**config.mk**
```make
export PLATFORM = sky130hd
export DESIGN_NAME = mes_top
export DESIGN_NICKNAME = d
export VERILOG_FILES = /design/src/inc/mes_pkg.sv /design/src/hdl/mes_top.sv
export SDC_FILE = /design/constraint.sdc
export NUM_CORES = 1
export LEC_CHECK = 0
export BUFFER_PORTS_ARGS = -buffer_cell sky130_fd_sc_hd__buf_2
export CORE_ASPECT_RATIO = 0.75
export CORE_MARGIN = 5
export CORE_UTILIZATION = 35
export DETAILED_ROUTE_END_ITERATION = 6
export PLACE_DENSITY = 0.6
export SYNTH_ARGS = -nofsm -noshare
export SYNTH_HDL_FRONTEND = slang
export SYNTH_SLANG_ARGS = --single-unit
```
**constraint.sdc**
```tcl
create_clock -name CLK -period 12.5 [get_ports CLK]
set_input_delay 1.875 -clock CLK [delete_from_list [all_inputs] [get_ports CLK]]
set_output_delay 1.875 -clock CLK [all_outputs]
set_load 0.02 [all_outputs]
```
**src/inc/mes_pkg.sv**
```systemverilog
// Package: register map, field layout and reset values of the monitor-enable bank
package mes_pkg;
  localparam logic [7:0]  ADDR_MON_EN      = 8'h00;
  localparam logic [7:0]  ADDR_SCRATCH     = 8'h04;
  localparam logic [7:0]  ADDR_EVENT_GEN   = 8'h08;
  localparam logic [7:0]  ADDR_EVENT       = 8'h0c;
  localparam logic [31:0] MON_EN_RESET     = 32'h17ff_fffd;
  localparam logic [31:0] MON_EN_WMASK     = 32'h17ff_fffd;
  localparam logic [31:0] SCRATCH_RESET    = 32'h0000_0000;
  localparam logic [31:0] EVENT_RESET      = 32'h0000_0000;
  localparam int          BIT_CAL_TIMEOUT  = 28;
  localparam int          BIT_LOADER_CRC   = 26;
  localparam int          BIT_HOST_CRC     = 25;
  localparam int          BIT_SIG_RELOAD   = 24;
  localparam int          BIT_SIG_FAIL     = 23;
  localparam int          BIT_DUAL_XTAL    = 22;
  localparam int          BIT_XTAL_SWITCH  = 21;
  localparam int          FREQ_LSB         = 9;
  localparam int          FREQ_MSB         = 20;
  localparam int          SHORT_TERM_LSB   = 7;
  localparam int          SHORT_TERM_MSB   = 8;
  localparam int          PPM_ERR_BIT      = 6;
  localparam int          PPM_WARN_BIT     = 5;
  localparam int          LOS_LSB          = 3;
  localparam int          LOS_MSB          = 4;
  localparam int          BIT_PLL_LOCK     = 2;
  localparam int          BIT_SELF_TEST    = 0;
  localparam logic [1:0]  RESP_OKAY        = 2'b00;
  localparam logic [1:0]  RESP_SLVERR      = 2'b10;
endpackage

```
**src/hdl/mes_top.sv**
```systemverilog
// Monitor-enable and scratch register bank with AXI4-Lite slave
//
// Decided for this implementation: the AXI4-Lite slave port and the address map.
`timescale 1ns/100ps
`default_nettype none
module mes_top (
  input  wire logic        CLK,
  input  wire logic        RESET,
  input  wire logic [31:0] SOURCE_EVENTS,
  input  wire logic        EVENT_CLEAR,
  input  wire logic [31:0] EVENT_CLEAR_MASK,
  output var  logic [31:0] SUMMARY_EVENTS,
  output var  logic        PPM_FAULT,
  input  wire logic [7:0]  S_AXI_AWADDR,
  input  wire logic        S_AXI_AWVALID,
  output var  logic        S_AXI_AWREADY,
  input  wire logic [31:0] S_AXI_WDATA,
  input  wire logic [3:0]  S_AXI_WSTRB,
  input  wire logic        S_AXI_WVALID,
  output var  logic        S_AXI_WREADY,
  output var  logic [1:0]  S_AXI_BRESP,
  output var  logic        S_AXI_BVALID,
  input  wire logic        S_AXI_BREADY,
  input  wire logic [7:0]  S_AXI_ARADDR,
  input  wire logic        S_AXI_ARVALID,
  output var  logic        S_AXI_ARREADY,
  output var  logic [31:0] S_AXI_RDATA,
  output var  logic [1:0]  S_AXI_RRESP,
  output var  logic        S_AXI_RVALID,
  input  wire logic        S_AXI_RREADY
);

  typedef struct packed {
    logic [31:0] mon_en;
    logic [31:0] scratch;
    logic [31:0] events;
    logic        ppm_fault;
    logic        aw_full;
    logic [7:0]  aw_addr;
    logic        w_full;
    logic [31:0] w_data;
    logic [3:0]  w_strb;
    logic        awready;
    logic        wready;
    logic        bvalid;
    logic [1:0]  bresp;
    logic        arready;
    logic        rvalid;
    logic [31:0] rdata;
    logic [1:0]  rresp;
  } mes_state_s;

  mes_state_s st;
  mes_state_s next_st;

  function automatic logic [31:0] mes_merge(input logic [31:0] old, input logic [31:0] data,
                                            input logic [3:0] strb);
    logic [31:0] r;
    r = old;
    for (int i = 0; i < 4; i++) begin
      if (strb[i]) begin
        r[8*i +: 8] = data[8*i +: 8];
      end
    end
    return r;
  endfunction

  function automatic logic mes_mapped(input logic [7:0] a);
    return a == mes_pkg::ADDR_MON_EN || a == mes_pkg::ADDR_SCRATCH ||
           a == mes_pkg::ADDR_EVENT_GEN || a == mes_pkg::ADDR_EVENT;
  endfunction

  logic [31:0] gated;
  logic [31:0] gen;
  logic        do_write;

  always_comb begin
    next_st = st;
    gen = 32'h0000_0000;
    do_write = st.aw_full && st.w_full && !st.bvalid;
    // Enable bits pass sources through one by one, bit n to event bit n
    gated = SOURCE_EVENTS & st.mon_en;
    gated[mes_pkg::SHORT_TERM_MSB:mes_pkg::SHORT_TERM_LSB] =
      SOURCE_EVENTS[mes_pkg::SHORT_TERM_MSB:mes_pkg::SHORT_TERM_LSB] &
      st.mon_en[mes_pkg::SHORT_TERM_MSB:mes_pkg::SHORT_TERM_LSB];
    gated[mes_pkg::LOS_MSB:mes_pkg::LOS_LSB] = SOURCE_EVENTS[mes_pkg::LOS_MSB:mes_pkg::LOS_LSB] &
      st.mon_en[mes_pkg::LOS_MSB:mes_pkg::LOS_LSB];
    gated[mes_pkg::BIT_PLL_LOCK] = SOURCE_EVENTS[mes_pkg::BIT_PLL_LOCK] &
      st.mon_en[mes_pkg::BIT_PLL_LOCK];
    gated[mes_pkg::BIT_SELF_TEST] = SOURCE_EVENTS[mes_pkg::BIT_SELF_TEST] &
      st.mon_en[mes_pkg::BIT_SELF_TEST];
    // Write channel capture
    if (S_AXI_AWVALID && st.awready) begin
      next_st.aw_full = 1'b1;
      next_st.aw_addr = S_AXI_AWADDR;
    end
    if (S_AXI_WVALID && st.wready) begin
      next_st.w_full = 1'b1;
      next_st.w_data = S_AXI_WDATA;
      next_st.w_strb = S_AXI_WSTRB;
    end
    if (do_write) begin
      next_st.aw_full = 1'b0;
      next_st.w_full = 1'b0;
      next_st.bvalid = 1'b1;
      next_st.bresp = mes_mapped(st.aw_addr) ? mes_pkg::RESP_OKAY : mes_pkg::RESP_SLVERR;
      case (st.aw_addr)
        mes_pkg::ADDR_MON_EN: begin
          next_st.mon_en = mes_merge(st.mon_en, st.w_data, st.w_strb) &
                           mes_pkg::MON_EN_WMASK;
        end
        mes_pkg::ADDR_SCRATCH: begin
          next_st.scratch = mes_merge(st.scratch, st.w_data, st.w_strb);
        end
        mes_pkg::ADDR_EVENT_GEN: begin
          gen = mes_merge(32'h0000_0000, st.w_data, st.w_strb) & mes_pkg::MON_EN_WMASK;
        end
        default: begin
        end
      endcase
    end
    if (S_AXI_BREADY && st.bvalid) begin
      next_st.bvalid = 1'b0;
    end
    next_st.awready = !next_st.aw_full && !next_st.bvalid;
    next_st.wready = !next_st.w_full && !next_st.bvalid;
    // Latched events: clear first, then a new set wins; enables never clear
    if (EVENT_CLEAR) begin
      next_st.events = st.events & ~EVENT_CLEAR_MASK;
    end
    next_st.events = next_st.events | gated | gen;
    next_st.ppm_fault =
      (st.events[mes_pkg::PPM_ERR_BIT] && st.mon_en[mes_pkg::PPM_ERR_BIT]) ||
      (st.events[mes_pkg::PPM_WARN_BIT] && st.mon_en[mes_pkg::PPM_WARN_BIT]);
    // Read channel
    if (S_AXI_ARVALID && st.arready) begin
      next_st.arready = 1'b0;
      next_st.rvalid = 1'b1;
      next_st.rresp = mes_mapped(S_AXI_ARADDR) ? mes_pkg::RESP_OKAY : mes_pkg::RESP_SLVERR;
      case (S_AXI_ARADDR)
        mes_pkg::ADDR_MON_EN:    next_st.rdata = st.mon_en & mes_pkg::MON_EN_WMASK;
        mes_pkg::ADDR_SCRATCH:   next_st.rdata = st.scratch;
        mes_pkg::ADDR_EVENT_GEN: next_st.rdata = 32'h0000_0000;
        mes_pkg::ADDR_EVENT:     next_st.rdata = st.events;
        default:                 next_st.rdata = 32'h0000_0000;
      endcase
    end else if (S_AXI_RREADY && st.rvalid) begin
      next_st.rvalid = 1'b0;
      next_st.arready = 1'b1;
    end
  end

  always_ff @(posedge CLK or posedge RESET) begin
    if (RESET) begin
      st <= '0;
      st.mon_en <= mes_pkg::MON_EN_RESET;
      st.scratch <= mes_pkg::SCRATCH_RESET;
      st.events <= mes_pkg::EVENT_RESET;
      st.awready <= 1'b1;
      st.wready <= 1'b1;
      st.arready <= 1'b1;
    end else begin
      st <= next_st;
    end
  end

  assign SUMMARY_EVENTS = st.events;
  assign PPM_FAULT = st.ppm_fault;
  assign S_AXI_AWREADY = st.awready;
  assign S_AXI_WREADY = st.wready;
  assign S_AXI_BVALID = st.bvalid;
  assign S_AXI_BRESP = st.bresp;
  assign S_AXI_ARREADY = st.arready;
  assign S_AXI_RVALID = st.rvalid;
  assign S_AXI_RDATA = st.rdata;
  assign S_AXI_RRESP = st.rresp;

endmodule
`default_nettype wire

```
==> results.ini <==
[floorplan]
die_y_um = 141
die_w_um = 185
die_area_um2 = 26200
io_pins = 198
rows = 48
fp.coreArea_um2 = 22800
start_util = 0.353

[yosys]
synthArstFlopShare = 1.00
synth.distinct_cells = 43
yosysSeqAreaShare = 0.554
synth_edf_count = 0
synth_flop_cell = dfrtp_1
syn_inst = 636
synth-seq-cells = 177
postSynthAreaPerCell_um2 = 12.7
yosys_warnings = 0
syn_area_um2 = 8060

[routing]
postRouteAntennaNets = 0
vias = 5187
drcViolationCount = 0
vias_per_cell = 4.86
drt_iter0_drc = 225
first_pass_iters = 4
wl_per_cell_um = 18.4
wl_um = 19700

[layout]
drive_gt1_frac = 0.358
antenna_cells = 0
num-fill-cells = 2189
fin_nets = 879
area.growth.synth_to_final_pct = 16.6
utilization = 0.412

[worst_hold_path]
hp-class = flop to flop

[power_and_ir_drop]
p_leak_nw = 4.61
powerDensity_nw_per_um2 = 178
p_total_mw = 1.68
vdd_drop_max_mv = 0.133

[timing]
tightest_slew_ns = 0.992
setup_violations = 0
period_minus_slack_ns = 3.51
finClkSkew_ns = 0.0111
fmax_mhz = 285
worst_slack_ns = 8.99
hold_viol = 0
fin_crit_sh = 0.281
rsz0062_at_grt = no
relSlewSlack = 0.337
finalSetupTns_ns = 0
drv_slew = 0

[worst_setup_path]
cp.arrival_ns = 3.87
crit_path_end_kind = flop
path_max_fanout = 40
startpoint_type = input pin
critical_path_class = input pin to flop
worstPathRequired_ns = 12.86

[grt]
grt_antenna_before_repair = 0
grt_pass1_vias = 5469
grt_max_degree = 72
grt_pass1_wl_um = 31200
grt-ovfl-total = 0
grt.total_usage = 0.153

[placement]
place.gp.congestion = 0.719
port_buffers = 190
dp_hpwl_um = 13600
dp_slack_ns = 8.42

[flow_run]
drv_cap = 0

[clocking]
clkSinkCount = 177
cts_buffer_depth = 2
insertion_delay_ns = 0.43
cts-resized-gates = 0
post-cts-setup-buffers = 0
path_clk_slew_ns = 0.07
cts_buffers = 17
holdBufCountCts = 0
cts_root_buf = clkbuf_16
cts_tree = done
cts_max_level = 4

[status]
outcome = finished, final reports clean

## logic make-up after synthesis
family                 share of synthesized area
AOI/OAI and AO/OA                          0.138
buffers and inverters                     0.0889
DFF                                        0.554
muxes                                      0.164
other                                   0.000465
and+or+nand+nor                           0.0546
## layout make-up
class	count	area, µm²	share of cell area
Sequential cell	177	4470	0.475
Multi-Input combinational cell	343	2890	0.307
Timing Repair Buffer	196	996	0.106
Clock buffer	25	495	0.0527
Tap cell	300	375	0.0399
Clock inverter	7	101	0.0108
Inverter	20	80.1	0.00852
## power breakdown
part	internal [mW]	switching, mW
sequential	0.710	0.107
combinational	0.139	0.178
clock	0.318	0.225
total	1.17	0.511
## through the flow
stage	cell area (µm²)	cells	hold WS (ns)
2_1_floorplan	8070	637	0.445
3_3_place_gp	8800	1036	0.463
3_5_place_dp	8800	1036	0.472
4_1_cts	9400	1068	0.487
5_1_grt	9400	1068	0.504
6_report	9400	1068	0.483
## cell usage after synthesis (6+ instances only)
cell type / n / area, µm²
a21boi_0: 13 / 97.6
a221o_1: 8 / 80.1
a22o_1: 28 / 245
a22oi_1: 19 / 143
buf_2: 6 / 30.0
buf_4: 68 / 510
clkbuf_1: 19 / 71.3
dfrtp_1: 147 / 3680
dfstp_2: 30 / 788
inv_1: 19 / 71.3
mux2_1: 88 / 991
mux2i_1: 33 / 330
nand2_1: 46 / 173
nand3_2: 6 / 60.1
o21ai_1: 35 / 175
o2bb2ai_1: 27 / 236
## registers in the layout, summed over array words and instances (netlist names)
signal          cells
S_AXI_AWREADY       1
S_AXI_RDATA        32
S_AXI_BVALID        1
st                105
S_AXI_ARREADY       1
S_AXI_WREADY        1
S_AXI_RVALID        1
S_AXI_BRESP         1
SUMMARY_EVENTS     32
PPM_FAULT           1
S_AXI_RRESP         1
## worst max-delay path, stage by stage
cell       delay, ns
buf_2           0.11
nand2_2         0.55
a2111oi_4       0.71
buf_4           0.41
a22o_1          0.18
## layout by cell type (no fill, tap or decap), types with 4 or more instances in the layout
master       n
nand3_2      6
clkbuf_8     4
dfstp_2     30
dfrtp_1    147
o21ai_1     35
buf_2      190
inv_1       18
o2bb2ai_1   27
o31ai_2      5
a21boi_0    13
clkbuf_16   17
clkbuf_1     4
mux2_1      88
a22o_1      28
nand2_1     45
and4b_1      4
a22oi_1     19
mux2i_1     33
buf_4        6
a221o_1      8
## metal layers
metal	global-route usage	share of wire	wire [µm]	up-vias
li1	-	-	-	2480
met1	0.228	0.50	9770	2559
met2	0.230	0.44	8690	138
met3	0.0369	0.055	1090	10
met4	0.0290	0.0069	136	0
met5	0	0	0	-
## worst paths after layout
kind	endpoint	from	cells after the start	slack [ns]
setup / recovery	S_AXI_RDATA[8]	S_AXI_ARVALID	5	8.99
hold / removal	st[74]	st[74]	1	0.48
setup reg to reg	S_AXI_RDATA[8]	S_AXI_ARREADY	4	9.99
hold reg to reg	st[74]	st[74]	1	0.48
max in group asynchronous	st[73]	RESET	4	9.00
min in group asynchronous	st[41]	RESET	2	1.43
(Power assumes the default switching activity.)
